$ cat src/rtl/eed_pkg.sv
// Constants for the execution exception detect block.
// Assumes a single core clock domain and synchronous active-low reset.
package eed_pkg;
  localparam int unsigned EED_XLEN = 32;
  localparam logic [4:0] EED_CODE_OV = 5'h0C;
  localparam logic [4:0] EED_CODE_RI = 5'h0A;
  localparam logic [4:0] EED_CODE_CPU = 5'h0B;
  localparam logic [4:0] EED_CODE_SIGPROC_DISABLED_CODE = 5'h1A;
  localparam logic [4:0] EED_CODE_C2E = 5'h12;
  localparam logic [4:0] EED_CODE_IS1 = 5'h10;
  localparam logic [31:0] EED_GEN_OFFSET = 32'h00000180;
  localparam logic [31:0] EED_EBASE_RESET = 32'h80000000;
  localparam logic [31:0] EED_DEBUG_VECTOR = 32'hBFC00480;
  localparam logic [1:0] EED_UNIT_CP0 = 2'h0;
  localparam logic [1:0] EED_UNIT_CP1 = 2'h1;
  localparam logic [1:0] EED_UNIT_CP2 = 2'h2;
  // System-control register numbers and selects
  localparam logic [4:0] EED_REG_USER_HWREG_ENABLE = 5'h07;
  localparam logic [4:0] EED_REG_CAUSE = 5'h0D;
  localparam logic [4:0] EED_REG_EPC = 5'h0E;
  localparam logic [4:0] EED_REG_DEBUG = 5'h17;
  localparam logic [4:0] EED_REG_DEBUG_RETURN_PC = 5'h18;
  localparam logic [4:0] EED_REG_SRAMERR = 5'h1B;
  localparam logic [2:0] EED_SEL_0 = 3'h0;
  localparam logic [2:0] EED_SEL_COMPLEX_BREAK_INFO = 3'h6;
  // Field positions
  localparam int unsigned EED_CAUSE_CODE_LSB = 2;
  localparam int unsigned EED_CAUSE_CE_LSB = 28;
  localparam int unsigned EED_CAUSE_BD_BIT = 31;
  localparam logic [31:0] EED_USER_HWREG_ENABLE_MASK = 32'h2000000F;
  localparam int unsigned EED_DBG_DBD_BIT = 31;
  localparam int unsigned EED_DBG_LOAD_BREAK_FLAG_BIT = 2;
  localparam int unsigned EED_DBG_STORE_BREAK_FLAG_BIT = 3;
  localparam int unsigned EED_DBG_IMPRECISE_INSTR_BREAK_FLAG_BIT = 19;
  localparam int unsigned EED_DBG_IMPRECISE_LOAD_BREAK_FLAG_BIT = 18;
  localparam int unsigned EED_DBG_IMPRECISE_STORE_BREAK_FLAG_BIT = 17;
  localparam int unsigned EED_CBRK_W = 4;
  typedef enum logic [2:0] {
    EED_ST_RUN = 3'b001,
    EED_ST_GEN = 3'b010,
    EED_ST_DBG = 3'b100
  } eed_state_t;
endpackage : eed_pkg

$ cat src/rtl/eed_core.sv
// Execution-class exception detection, cause coding, saved state and vectors.
// Assumes decode/execute present one qualified instruction per cycle with ex_valid_i.
// Behaviour
// - Undefined opcode or function raises reserved instruction
// - Compressed mode: undefined or unconfigured gives reserved
// - Full mode: coprocessor/DSP groups give unusable instead
// - One priority level; reserved order follows mode
// - Coprocessor with clear usable bit is unusable
// - System coprocessor op in user mode unusable
// - Unusable writes unit number into cause
// - DSP op with enable clear gives disabled
// - Coprocessor 2 general exception takes its code
// - Coprocessor 2 specific condition takes specific code
// - Selected arithmetic overflow raises overflow
// - These exceptions enter general vector at offset; the code drops them while exception_level_bit_i is set
// - Data break enters debug, sets load/store flag
// - Data-broken load/store does not complete
// - Complex break imprecise, points at later instruction
// - Complex break sets imprecise flags and info
// - General path excludes reset, NMI, debug, ECC
// - Interrupts masked by enable, masks, exception level
// - Registers addressed by number and select
// - Register 7 holds user hardware-read enables
// - Register 27 select 0 records SRAM errors
//
// Our own choices: strobed register access and the address map.
module eed_core (
  input wire logic clk_i,
  input wire logic reset_n_i,
  input wire logic ex_valid_i,
  input wire logic [31:0] ex_pc_i,
  input wire logic ex_in_delay_slot_i,
  input wire logic ex_compressed_mode_i,
  input wire logic ex_undefined_i,
  input wire logic ex_unconfigured_i,
  input wire logic ex_cop_group_i,
  input wire logic ex_dsp_group_i,
  input wire logic [1:0] ex_cop_unit_i,
  input wire logic ex_is_cop_i,
  input wire logic ex_is_dsp_i,
  input wire logic ex_arith_trap_i,
  input wire logic ex_arith_overflow_i,
  input wire logic ex_is_load_i,
  input wire logic ex_is_store_i,
  input wire logic data_break_i,
  input wire logic complex_break_i,
  input wire logic [eed_pkg::EED_CBRK_W-1:0] complex_break_types_i,
  input wire logic complex_instr_i,
  input wire logic complex_load_i,
  input wire logic complex_store_i,
  input wire logic [31:0] later_pc_i,
  input wire logic later_in_delay_slot_i,
  input wire logic cop2_reserved_i,
  input wire logic cop2_error_i,
  input wire logic cop2_impl_i,
  input wire logic [2:0] coproc_usable_bits_i,
  input wire logic sigproc_enable_bit_i,
  input wire logic user_mode_i,
  input wire logic exception_level_bit_i,
  input wire logic global_irq_enable_i,
  input wire logic [7:0] irq_mask_bits_i,
  input wire logic [7:0] irq_pending_i,
  input wire logic sram_err_valid_i,
  input wire logic [31:0] sram_err_info_i,
  input wire logic [4:0] reg_num_i,
  input wire logic [2:0] reg_sel_i,
  input wire logic [31:0] reg_wdata_i,
  input wire logic reg_we_i,
  input wire logic reg_re_i,
  output logic [31:0] reg_rdata_o,
  output logic exc_taken_o,
  output logic debug_taken_o,
  output logic [31:0] vector_o,
  output logic kill_writeback_o,
  output logic irq_o,
  output logic [31:0] user_hwreg_enable_o
);
  import eed_pkg::*;

  logic [4:0] code_q, code_d;
  logic [1:0] ce_q, ce_d;
  logic bd_q;
  logic [31:0] epc_q, debug_return_pc_q, user_hwreg_enable_q, sram_err_q, rdata_q, vector_q;
  logic dbd_q, load_break_flag_q, store_break_flag_q, dibi_q, ddbli_q, ddbsi_q;
  logic [EED_CBRK_W-1:0] cbrk_q;
  eed_state_t state_q, state_d;

  // Cause decode; several of these can fire from the same instruction
  wire cop_unusable_bit = ex_is_cop_i && (ex_cop_unit_i != EED_UNIT_CP0)
    && !coproc_usable_bits_i[ex_cop_unit_i];
  wire cp0_user = ex_is_cop_i && (ex_cop_unit_i == EED_UNIT_CP0) && user_mode_i;
  wire full_undef = !ex_compressed_mode_i && ex_undefined_i;
  wire full_undef_cpu = full_undef && (ex_cop_group_i || ex_dsp_group_i);
  wire full_undef_ri = full_undef && !(ex_cop_group_i || ex_dsp_group_i);
  wire comp_ri = ex_compressed_mode_i && (ex_undefined_i || ex_unconfigured_i);
  wire ri = full_undef_ri || comp_ri || (ex_is_cop_i && ex_cop_unit_i == EED_UNIT_CP2
    && cop2_reserved_i);
  wire cpu = cop_unusable_bit || cp0_user || full_undef_cpu;
  wire sigproc_disabled_code = ex_is_dsp_i && !sigproc_enable_bit_i && !ex_undefined_i;
  wire cop2_ok = ex_is_cop_i && ex_cop_unit_i == EED_UNIT_CP2 && !cop2_reserved_i && !cpu;
  wire c2e = cop2_ok && cop2_error_i;
  wire is1 = cop2_ok && cop2_impl_i && !cop2_error_i;
  wire ov = ex_arith_trap_i && ex_arith_overflow_i;
  wire any_gen = ex_valid_i && (ri || cpu || sigproc_disabled_code || c2e || is1 || ov);
  wire dbrk = ex_valid_i && data_break_i && (ex_is_load_i || ex_is_store_i);

  // Shared level; compressed mode lets reserved win first, full mode lets unusable win
  always_comb begin
    code_d = code_q;
    ce_d = ce_q;
    if (ex_compressed_mode_i && ri) begin
      code_d = EED_CODE_RI;
    end else if (cpu) begin
      code_d = EED_CODE_CPU;
      ce_d = full_undef_cpu && ex_dsp_group_i ? EED_UNIT_CP0 : ex_cop_unit_i;
    end else if (ri) begin
      code_d = EED_CODE_RI;
    end else if (sigproc_disabled_code) begin
      code_d = EED_CODE_SIGPROC_DISABLED_CODE;
    end else if (c2e) begin
      code_d = EED_CODE_C2E;
    end else if (is1) begin
      code_d = EED_CODE_IS1;
    end else if (ov) begin
      code_d = EED_CODE_OV;
    end
  end

  // Debug exceptions outrank the general path, which never sees them
  always_comb begin
    state_d = EED_ST_RUN;
    if (dbrk || complex_break_i) begin
      state_d = EED_ST_DBG;
    end else if (any_gen && !exception_level_bit_i) begin
      state_d = EED_ST_GEN;
    end
  end

  wire take_gen = state_d == EED_ST_GEN;
  wire take_dbg = state_d == EED_ST_DBG;
  wire [31:0] gen_vector = EED_EBASE_RESET + EED_GEN_OFFSET;
  wire [31:0] next_vector = take_dbg ? EED_DEBUG_VECTOR : gen_vector;
  wire [31:0] restart_pc = ex_in_delay_slot_i ? ex_pc_i - 32'h00000004 : ex_pc_i;
  wire [31:0] dbg_pc = dbrk ? restart_pc : later_pc_i;
  wire dbg_bd = dbrk ? ex_in_delay_slot_i : later_in_delay_slot_i;

  // Register addressing by number and select
  wire sel_user_hwreg_enable = reg_num_i == EED_REG_USER_HWREG_ENABLE && reg_sel_i == EED_SEL_0;
  wire sel_cause = reg_num_i == EED_REG_CAUSE && reg_sel_i == EED_SEL_0;
  wire sel_epc = reg_num_i == EED_REG_EPC && reg_sel_i == EED_SEL_0;
  wire sel_debug = reg_num_i == EED_REG_DEBUG && reg_sel_i == EED_SEL_0;
  wire sel_complex_break_info = reg_num_i == EED_REG_DEBUG && reg_sel_i == EED_SEL_COMPLEX_BREAK_INFO;
  wire sel_debug_return_pc = reg_num_i == EED_REG_DEBUG_RETURN_PC && reg_sel_i == EED_SEL_0;
  wire sel_sram = reg_num_i == EED_REG_SRAMERR && reg_sel_i == EED_SEL_0;
  wire [31:0] cause_word = ({31'h0, bd_q} << EED_CAUSE_BD_BIT)
    | ({30'h0, ce_q} << EED_CAUSE_CE_LSB) | ({27'h0, code_q} << EED_CAUSE_CODE_LSB);
  wire [31:0] debug_word = ({31'h0, dbd_q} << EED_DBG_DBD_BIT)
    | ({31'h0, load_break_flag_q} << EED_DBG_LOAD_BREAK_FLAG_BIT) | ({31'h0, store_break_flag_q} << EED_DBG_STORE_BREAK_FLAG_BIT)
    | ({31'h0, dibi_q} << EED_DBG_IMPRECISE_INSTR_BREAK_FLAG_BIT) | ({31'h0, ddbli_q} << EED_DBG_IMPRECISE_LOAD_BREAK_FLAG_BIT)
    | ({31'h0, ddbsi_q} << EED_DBG_IMPRECISE_STORE_BREAK_FLAG_BIT);
  wire [31:0] read_mux = sel_user_hwreg_enable ? user_hwreg_enable_q : sel_cause ? cause_word : sel_epc ? epc_q
    : sel_debug ? debug_word : sel_complex_break_info ? {28'h0, cbrk_q} : sel_debug_return_pc ? debug_return_pc_q
    : sel_sram ? sram_err_q : 32'h00000000;

  always_ff @(posedge clk_i) begin
    if (!reset_n_i) begin
      state_q <= EED_ST_RUN;
      code_q <= 5'h00;
      ce_q <= 2'h0;
      bd_q <= 1'b0;
      epc_q <= 32'h00000000;
      vector_q <= 32'h00000000;
    end else begin
      state_q <= state_d;
      vector_q <= next_vector;
      if (take_gen) begin
        code_q <= code_d;
        ce_q <= ce_d;
        bd_q <= ex_in_delay_slot_i;
        epc_q <= restart_pc;
      end else if (reg_we_i && sel_cause) begin
        ce_q <= reg_wdata_i[EED_CAUSE_CE_LSB +: 2];
      end else if (reg_we_i && sel_epc) begin
        epc_q <= reg_wdata_i;
      end
    end
  end

  // Hardware set wins over a software write in the same cycle
  always_ff @(posedge clk_i) begin
    if (!reset_n_i) begin
      debug_return_pc_q <= 32'h00000000;
      dbd_q <= 1'b0;
      load_break_flag_q <= 1'b0;
      store_break_flag_q <= 1'b0;
      dibi_q <= 1'b0;
      ddbli_q <= 1'b0;
      ddbsi_q <= 1'b0;
      cbrk_q <= '0;
    end else if (take_dbg) begin
      debug_return_pc_q <= dbg_pc;
      dbd_q <= dbg_bd;
      load_break_flag_q <= dbrk && ex_is_load_i;
      store_break_flag_q <= dbrk && ex_is_store_i;
      dibi_q <= !dbrk && complex_instr_i;
      ddbli_q <= !dbrk && complex_load_i;
      ddbsi_q <= !dbrk && complex_store_i;
      cbrk_q <= dbrk ? '0 : complex_break_types_i;
    end else if (reg_we_i && sel_debug_return_pc) begin
      debug_return_pc_q <= reg_wdata_i;
    end
  end

  always_ff @(posedge clk_i) begin
    if (!reset_n_i) begin
      user_hwreg_enable_q <= 32'h00000000;
      sram_err_q <= 32'h00000000;
      rdata_q <= 32'h00000000;
    end else begin
      if (reg_we_i && sel_user_hwreg_enable) begin
        user_hwreg_enable_q <= reg_wdata_i & EED_USER_HWREG_ENABLE_MASK;
      end
      if (sram_err_valid_i) begin
        sram_err_q <= sram_err_info_i;
      end else if (reg_we_i && sel_sram) begin
        sram_err_q <= reg_wdata_i;
      end
      rdata_q <= reg_re_i ? read_mux : 32'h00000000;
    end
  end

  // Hazard: new register values act on the next cycle
  assign user_hwreg_enable_o = user_hwreg_enable_q;
  assign kill_writeback_o = dbrk;
  assign irq_o = global_irq_enable_i && !exception_level_bit_i
    && |(irq_mask_bits_i & irq_pending_i);
  // Taken pulses come straight from the one-hot state
  assign exc_taken_o = state_q == EED_ST_GEN;
  assign debug_taken_o = state_q == EED_ST_DBG;
  assign vector_o = vector_q;
  assign reg_rdata_o = rdata_q;
endmodule // eed_core

$ cat config.mk
export PLATFORM = sky130hd
export DESIGN_NAME = eed_core
export DESIGN_NICKNAME = d
export VERILOG_FILES = /design/src/rtl/eed_pkg.sv /design/src/rtl/eed_core.sv
export SDC_FILE = /design/constraint.sdc
export NUM_CORES = 1
export LEC_CHECK = 0
export BUFFER_PORTS_ARGS = -buffer_cell sky130_fd_sc_hd__buf_2
export CAP_MARGIN = 20
export CORE_MARGIN = 8
export CORE_UTILIZATION = 30
export DETAILED_ROUTE_END_ITERATION = 7
export GPL_ROUTABILITY_DRIVEN = 0
export GPL_TIMING_DRIVEN = 0
export PLACE_DENSITY = 0.63
export SLEW_MARGIN = 20
export SYNTH_ARGS = -nofsm -noshare
export SYNTH_HDL_FRONTEND = slang
export SYNTH_SLANG_ARGS = --single-unit
$ cat constraint.sdc
create_clock -name clk_i -period 2.8 [get_ports clk_i]
set_input_delay 0.28 -clock clk_i [delete_from_list [all_inputs] [get_ports clk_i]]
set_output_delay 0.28 -clock clk_i [all_outputs]
set_load 0.01 [all_outputs]
After elaboration in Yosys (flattened, before gate mapping)

Cells that the tools add are included.

Register bits: 186
Input bits: 192
Output and inout port bits: 100
Word-level logic and storage cells: 159

Add/sub/neg operators: 1
$lt $le $gt $ge: 1
Equal/unequal tests: 15
Multiplexer cells: 35
Bitwise gates (word level): 9
Reductions and logical operators: 80

Operator list:

| kind                                                                  | number |
|---|---|
| 32-bit two-way mux                                                    | 15 |
| 30-bit two-way mux                                                    | 2 |
| 1-bit logical AND                                                     | 43 |
| 5-bit two-way mux                                                     | 7 |
| 32-bit by 18-bit OR with 32-bit output                                | 1 |
| 32-bit by 19-bit OR with 32-bit output                                | 1 |
| 32-bit by 20-bit OR with 32-bit output                                | 1 |
| 32-bit by 3-bit OR with 32-bit output                                 | 1 |
| 32-bit by 30-bit OR with 32-bit output                                | 1 |
| 32-bit by 4-bit OR with 32-bit output                                 | 1 |
| 32-bit by 7-bit OR with 32-bit output                                 | 1 |
| 32-bit by 3-bit subtractor with 32-bit output, second input constant  | 1 |
| 5-bit equality test, second input constant                            | 3 |
| 1-bit logical OR                                                      | 13 |
| 2-bit two-way mux                                                     | 6 |
| 5-bit by 4-bit equality test with 1-bit output, second input constant | 2 |
| 1-bit logical NOT                                                     | 10 |
| 2-bit nonzero test                                                    | 5 |
| 3-bit equality test, second input constant                            | 3 |
| 8-bit AND                                                             | 1 |
| 8-bit OR reduction                                                    | 1 |
| 7-bit nonzero test                                                    | 1 |
| 3-bit by 2-bit equality test with 1-bit output, second input constant | 2 |
| 2-bit != test, second input constant                                  | 3 |
| other kinds (13)                                                      | 16 |

Depth between registers and ports, before layout

Gate-level depths: netlist (run 1).

Depth after elaboration: 19
Mapped depth: 9
Mapped depth without buffers: 8

Worst setup path after synthesis (run 1)

No wires, ideal clock.

Path type: input-to-reg
Start point: input port ex_pc_i[18]
End point: register epc_q[31]
Library setup time: 0.086 ns
Data arrival time: 2.146 ns
Required time: 2.714 ns
Slack: 0.569 ns
Stages: 7
Buffers on the path: 1
Path through: or4_4 -> or3_1 -> buf_6 -> or3_4 -> nor4_4 -> xnor2_1 -> a211oi_1

Cells in the longest elaborated chain, start to end: 3

RTL lines:

| what                                          | line            | RTL |
|---|---|---|
| start, declared                               | eed_core.sv:31  | `input wire logic [31:0] ex_pc_i,` |
| 32-bit by 3-bit subtractor with 32-bit output | eed_core.sv:143 | `wire [31:0] restart_pc = ex_in_delay_slot_i ? ex_pc_i - 32'h00000004 : ex_pc_i;` |
| 32-bit two-way mux                            | eed_core.sv:143 |  |
| 32-bit two-way mux                            | eed_core.sv:176 | `if (take_gen) begin` |
| end signal, assigned                          | eed_core.sv:180 | `epc_q <= restart_pc;` |
| end signal, assigned                          | eed_core.sv:184 | `epc_q <= reg_wdata_i;` |
| end, declared                                 | eed_core.sv:83  | `logic [31:0] epc_q, debug_return_pc_q, user_hwreg_enable_q, sram_err_q, rdata_q, vector_q;` |

Every way passes these cells.
A chain may end at the register's enable or synchronous reset.

Worst setup path after layout (run 1)

Start point: input port reg_sel_i[1]
End point: register rdata_q[31] (netlist: reg_rdata_o[31])

Cells in the longest elaborated chain, start to end: 8
Elaborated cells on any way between the ends: 16
Those cells by class: eq/ne (1); mux (6); reduce/logical (9)

RTL lines:

| what                            | line            | RTL |
|---|---|---|
| start, declared                 | eed_core.sv:66  | `input wire logic [2:0] reg_sel_i,` |
| 3-bit logical NOT               | --              |  |
| 1-bit logical AND               | eed_core.sv:154 | `wire sel_sram = reg_num_i == EED_REG_SRAMERR && reg_sel_i == EED_SEL_0;` |
| 32-bit two-way mux              | eed_core.sv:163 | `: sel_sram ? sram_err_q : 32'h00000000;` |
| 32-bit two-way mux (3 in a row) | eed_core.sv:162 | `: sel_debug ? debug_word : sel_complex_break_info ? {28'h0, cbrk_q} : sel_debug_return_pc ? debug_return_pc_q` |
| 32-bit two-way mux (2 in a row) | eed_core.sv:161 | `wire [31:0] read_mux = sel_user_hwreg_enable ? user_hwreg_enable_q : sel_cause ? cause_word : sel_epc ? epc_q` |
| end signal, assigned            | eed_core.sv:228 | `rdata_q <= reg_re_i ? read_mux : 32'h00000000;` |
| end, declared                   | eed_core.sv:83  |  |

Several ways; a longest one is shown, not always the timed one.

==> results_dict.tcl, run 1 <==
set metrics [dict create \
    clock_latency_ns 0.44 \
    rsz0062_at_grt "false" \
    synth-async-reset-ratio 0 \
    irDropWorstVdd_mv 0.3731 \
    setup_viol 0 \
    path_buf_inv 4 \
    gr-total-overflow 0 \
    synth_area_sq_mm 0.008340 \
    grtUsageTotal 0.2052 \
    avgRoutedWirePerCell_um 21.56 \
    cts-root-buf "clkbuf_16" \
    top_usage_layer "met2" \
    grtUsageMet3 0.06708 \
    max_cap_viol_count 0 \
    power_mw 5.905 \
    fp.dieW_um 182.7 \
    cp-end-kind "register" \
    syn_area_per_cell_sq_um 8.634 \
    drtIter0Drc 855 \
    grt_pass1_vias 8560 \
    slew_violations 0 \
    path_depth 8 \
    maxSlewHeadroom 0.3485 \
    grt_max_degree 17 \
    final_cell_mix "245 x buf_2, 157 x dfxtp_1, 122 x nor2_1" \
    start_util 0.3027 \
    ant_nets 0 \
    final_util 0.3951 \
    setup_tns_ns 0 \
    fin_skew_ns 0.007060 \
    cts_tree "yes" \
    use_met1 0.2578 \
    dp.cells 1628 \
    worstMarginPinSlew_ns 0.9772 \
    critPathArrivalTime_ns 2.98 \
    cpMostUsedCell "clkbuf_1" \
    drive_gt1_frac 0.2825 \
    placed_cell_area_sq_mm 0.01018 \
    cts.clk_slew.worst_paths_ns 0.06 \
    fin_cells 1665 \
    p_leak_nw 4.652 \
    cts-htree-levels 4 \
    hp-class "in2reg" \
    ff2ff_path_depth 3 \
    power_density_mw_per_mm2 542.5 \
    yosysUniqueCellTypes 68 \
    vias_per_cell 5.242 \
    cp_top_family "buffers and inverters" \
    final_area_sq_mm 0.01089 \
    worst_hold_slack_ns 0.08989 \
    worstPathMaxFanout 10 \
    cp_slowest_cell "buf_1" \
    die_h_um 182.7 \
    pin_count 292 \
    finalHoldViolCount 0 \
    rows 61 \
    min_period_ns 2.666 \
    portBuffers 237 \
    first_pass_iters 7 \
    synth_warnings 0 \
    period_share 0.9522 \
    pre_cts_ws_ns -0.5720 \
    clockBufferDepth 2 \
    grt_pass1_wl_um 52120 \
    grt_use_met2 0.3227 \
    coreArea_sq_mm 0.02755 \
    crit_type "in2reg" \
    fin_ws_ns 0.1339 \
    timing.fmax_ghz 0.3751 \
    wl_um 35900 \
    crit_chain "buf_2 -> or3_1 -> clkbuf_1 -> nor4_2 -> clkbuf_1 -> buf_1 -> nand2_1 -> a31oi_1" \
    antenna_found_initial 2 \
    final_common_cell "buf_2" \
    drc 0 \
    crit_required_ns 3.11 \
    min_path_cells 3 \
    cts_buffers 17 \
    dp_hpwl_um 27910 \
    synth_seq_area_share 0.3768 \
    cts.sinks 157 \
    yosys_most_used_dff "dfxtp_1" \
    synth_edf_count 0 \
    vias 8728 \
    area_growth_syn_to_layout_pct 30.51 \
    cpPeakStageDelay_ns 0.58 \
    syn_inst 966 \
    nets 1465 \
    startpoint_type "input port" \
    synth-seq-cells 157 \
    status "complete, no violations" \
    die-area_sq_mm 0.03339 \
]
-- report_power, final --
| group | internal (mW) | switching [mW] | leakage [nW] |
|---|---|---|---|
| registers | 2.35 | 0.0714 | 1.29 |
| logic | 0.359 | 0.503 | 3.04 |
| clock network | 1.61 | 1.02 | 0.320 |
-- sequential cells by signal, summed over array words and instances, names as in the netlist --
register	cells
bd_q	1
state_q	3
dibi_q	1
sram_err_q	32
dbd_q	1
ddbsi_q	1
store_break_flag_q	1
cbrk_q	4
reg_rdata_o	32
load_break_flag_q	1
vector_o	3
ce_q	2
ddbli_q	1
user_hwreg_enable_o	5
epc_q	32
debug_return_pc_q	32
code_q	5
-- routing by layer --
metal  wire, um  vias up
met2      16110      517
met3       3798       75
met1      14770     4054
met5         13        -
li1           -     4080
met4       1206        2
-- cells in the mapped netlist (5+ instances only) --
master | instances | area, sq um
dfxtp_1 | 157 | 3143
nor2_1 | 122 | 457.9
a211oi_1 | 92 | 690.7
mux2i_1 | 76 | 760.7
nand2_1 | 60 | 225.2
clkbuf_1 | 57 | 214.0
buf_4 | 56 | 420.4
a21oi_1 | 42 | 210.2
a222oi_1 | 29 | 290.3
o21ai_0 | 21 | 105.1
nor2b_1 | 20 | 125.1
xnor2_1 | 17 | 148.9
nor3_1 | 16 | 80.08
and3_1 | 14 | 87.58
inv_1 | 13 | 48.80
xor2_1 | 13 | 113.9
nand2b_1 | 11 | 68.82
o32ai_1 | 11 | 96.34
nand3_1 | 10 | 50.05
mux2_2 | 9 | 101.4
nor4_1 | 9 | 56.30
o211ai_1 | 9 | 67.56
or3_1 | 9 | 56.30
buf_2 | 8 | 40.04
buf_1 | 7 | 26.28
a22oi_1 | 5 | 37.54
a32oi_1 | 5 | 43.79
-- kinds of logic after synthesis --
kind of cell	share of synthesized area
multiplexers	0.1034
adder cells (fa/ha/maj)	0.001500
other	0.0004496
AND/OR/NAND/NOR	0.1779
flip-flops	0.3768
XOR/XNOR	0.03150
buffers and inverters	0.09121
AO/OA/AOI/OAI	0.2172
-- worst reg2reg max path: cells and delay by family, from the launching register on --
kind	cells	cell delay [ns]
flops	1	0.35
compound gates	3	0.68
-- path summary, 6_finish.rpt --
kind	start	endpoint	slack, ns
worst min register to register	debug_return_pc_q[14]	debug_return_pc_q[14]	0.46
worst max register to register	cbrk_q[0]	reg_rdata_o[0]	1.67
worst min-delay path	complex_break_types_i[3]	cbrk_q[3]	0.09
worst max-delay path	reg_sel_i[1]	reg_rdata_o[31]	0.13
-- final cells by class --
type | count | area, sq um
Clock inverter | 14 | 216.5
Sequential cell | 157 | 3143
Antenna cell | 2 | 5.005
Clock buffer | 18 | 439.2
Tap cell | 378 | 473.0
Multi-Input combinational cell | 713 | 4626
Buffer | 129 | 715.7
Timing Repair Buffer | 241 | 1219
Inverter | 13 | 48.80
Fill cell | 2874 | 16670
-- timing repair --
action	4_1_cts	5_1_grt
pin swaps	0	1
setup buffers	0	2
hold buffers	1	0
setup endpoints to repair	11	26
hold endpoints to repair	1	0
gates resized for setup	1	7
(Power assumes the default switching activity.)
==> inputs of run 2 (changes only) <==
--- a/config.mk
+++ b/config.mk
@@ -13,7 +13,8 @@
 export GPL_ROUTABILITY_DRIVEN = 0
 export GPL_TIMING_DRIVEN = 0
 export PLACE_DENSITY = 0.63
-export SLEW_MARGIN = 20
+export RECOVER_POWER = 50
+export SLEW_MARGIN = 25
 export SYNTH_ARGS = -nofsm -noshare
 export SYNTH_HDL_FRONTEND = slang
 export SYNTH_SLANG_ARGS = --single-unit
==> run 2 against run 1 <==
- flip-flop and latch count unchanged
- hold slack better by 0.0039 ns
- clock skew up 0.00077 ns
- combinational power down 0.9%
- utilization down 0.45 points
- setup slack better by 0.089 ns
- total power down 3.9%
==> results_dict.tcl, run 2 (same netlist as run 1, synthesis figures left out) <==
set metrics [dict create \
    grt_use_met2 0.3198 \
    cpPeakStageDelay_ns 0.55 \
    grtUsageTotal 0.2034 \
    min_period_ns 2.578 \
    pwr-share-clk 0.423 \
    grt_pass1_vias 8537 \
    portBuffers 237 \
    p_sw_frac 0.2697 \
    final_area_sq_mm 0.01076 \
    ff2ff_path_depth 3 \
    final_common_cell "buf_2" \
    crit_chain "clkbuf_1 -> or3_1 -> clkbuf_1 -> nor4b_1 -> buf_4 -> clkbuf_1 -> clkbuf_1 -> a222oi_1 -> nor2_1" \
    hp-class "in2reg" \
    multi_input_comb_area_sq_mm 0.004608 \
    cp-end-kind "register" \
    drc 0 \
    worstPathMaxFanout 10 \
    power_density_mw_per_mm2 527.2 \
    period_share 0.9206 \
    die_h_um 182.7 \
    clockBufferDepth 2 \
    status "complete, no violations" \
    critPathArrivalTime_ns 2.93 \
    nets 1467 \
    clock_latency_ns 0.43 \
    irDropWorstVdd_mv 0.3486 \
    startpoint_type "input port" \
    crit_required_ns 3.16 \
    placed_cell_area_sq_mm 0.01018 \
    vias 8672 \
    fp.dieW_um 182.7 \
    cts_tree "yes" \
    critical_path.startpoint "reg_sel_i[1]" \
    min_path_cells 3 \
    worst-r2r-setup-slack_ns 1.67 \
    top_usage_layer "met2" \
    nFillCells 2853 \
    cts-htree-levels 4 \
    timing.fmax_ghz 0.3880 \
    grt_pass1_wl_um 51970 \
    register_area_sq_mm 0.003143 \
    cp_top_family "buffers and inverters" \
    grtUsageMet3 0.05916 \
    pin_count 292 \
    area_growth_syn_to_layout_pct 29.03 \
    maxSlewHeadroom 0.3304 \
    power_frac_comb 0.150 \
    final_cell_mix "197 x buf_2, 157 x dfxtp_1, 122 x nor2_1" \
    cts.sinks 157 \
    path_buf_inv 5 \
    avgRoutedWirePerCell_um 21.32 \
    fin_ws_ns 0.2224 \
    coreArea_sq_mm 0.02755 \
    vias_per_cell 5.199 \
    pwr-share-seq 0.426 \
    p_leak_nw 4.422 \
    fin_skew_ns 0.007832 \
    first_pass_iters 8 \
    cp-endpoint "reg_rdata_o[30]" \
    ant_nets 0 \
    worstReg2RegStart "cbrk_q[0]" \
    path_depth 9 \
    worstMarginPinSlew_ns 1.004 \
    drtIter0Drc 953 \
    antenna_found_initial 6 \
    cts.clk_slew.worst_paths_ns 0.06 \
    gr-total-overflow 0 \
    max_cap_viol_count 0 \
    cts_buffers 17 \
    grt_max_degree 17 \
    use_met1 0.2588 \
    pre_cts_ws_ns -0.5957 \
    start_util 0.3027 \
    slew_violations 0 \
    p_switching_mw 1.530 \
    drive_gt1_frac 0.2432 \
    dp_hpwl_um 27750 \
    cp_slowest_cell "clkbuf_1" \
    finalHoldViolCount 0 \
    crit_type "in2reg" \
    cts-root-buf "clkbuf_16" \
    rows 61 \
    regToRegEndpoint "reg_rdata_o[0]" \
    setup_viol 0 \
    p_int_mw 4.143 \
    wl_um 35570 \
    die-area_sq_mm 0.03339 \
    cpMostUsedCell "clkbuf_1" \
    rsz0062_at_grt "false" \
]
[run 2: cell types whose count changed in the layout (fill, tap and decap cells not counted), moves of 4 or more]
cell,change
clkbuf_1,+54
buf_2,-48
buf_4,-10
clkbuf_4,+9
buf_1,-4
[run 2: final cells by class]
class,instances,share of cell area
tap,378,0.04395
timing repair buffer,243,0.1080
antenna,3,0.0006976
buffer,129,0.06674
sequential,157,0.2921
inverter,13,0.004534
multi-input combinational,713,0.4282
clock inverter,12,0.01337
clock buffer,20,0.04244
[run 2: what timing repair did]
item	4_1_cts	5_1_grt
hold buffers	1	0
setup buffers	0	4
resized for setup	1	8
pin swaps	0	2
endpoints found under the setup margin	11	30
endpoints found under the hold margin	1	0
[run 2: worst min path at each step]
stage	end	startpoint
2_1_floorplan	vector_o[7]	reset_n_i
3_3_place_gp	vector_o[7]	reset_n_i
3_5_place_dp	vector_o[7]	reset_n_i
4_1_cts	ddbsi_q	complex_store_i
5_1_grt	ddbsi_q	complex_store_i
6_report	ddbli_q	complex_load_i
[run 2: per-layer routing]
layer	wire (um)	vias to the layer above	share of wire
li1	-	4083	-
met1	15050	4005	0.42
met2	16070	508	0.45
met3	3309	70	0.093
met4	1098	6	0.031
met5	41	-	0.0012
[run 2: worst register-to-register path, cell delays in order, from the launching register on]
cell	delay [ns]
dfxtp_1	0.35
a222oi_1	0.33
o2bb2ai_1	0.13
a31o_2	0.22
[run 2: stage by stage]
step | power, mW | std cells | hold WS (ns) | util | setup TNS, ns
floorplan | 2.929 | 1012 | 0.3077 | - | 0
global placement | 3.290 | 1627 | 0.3975 | 0.3692 | -36.59
detailed placement | 3.303 | 1628 | 0.4041 | 0.3696 | -28.15
CTS | 5.674 | 1661 | 0.09183 | 0.3920 | 0
global route | 5.874 | 1668 | 0.09585 | 0.3906 | 0
finish | 5.673 | 1668 | 0.09374 | 0.3906 | 0
[run 2: power by group through the flow]
stage | clock network (mW) | registers (mW) | logic, mW
2_1_floorplan | 0 | 2.44 | 0.490
3_3_place_gp | 0 | 2.46 | 0.830
3_5_place_dp | 0 | 2.46 | 0.841
4_1_cts | 2.41 | 2.41 | 0.847
5_1_grt | 2.52 | 2.43 | 0.924
6_report | 2.40 | 2.42 | 0.854
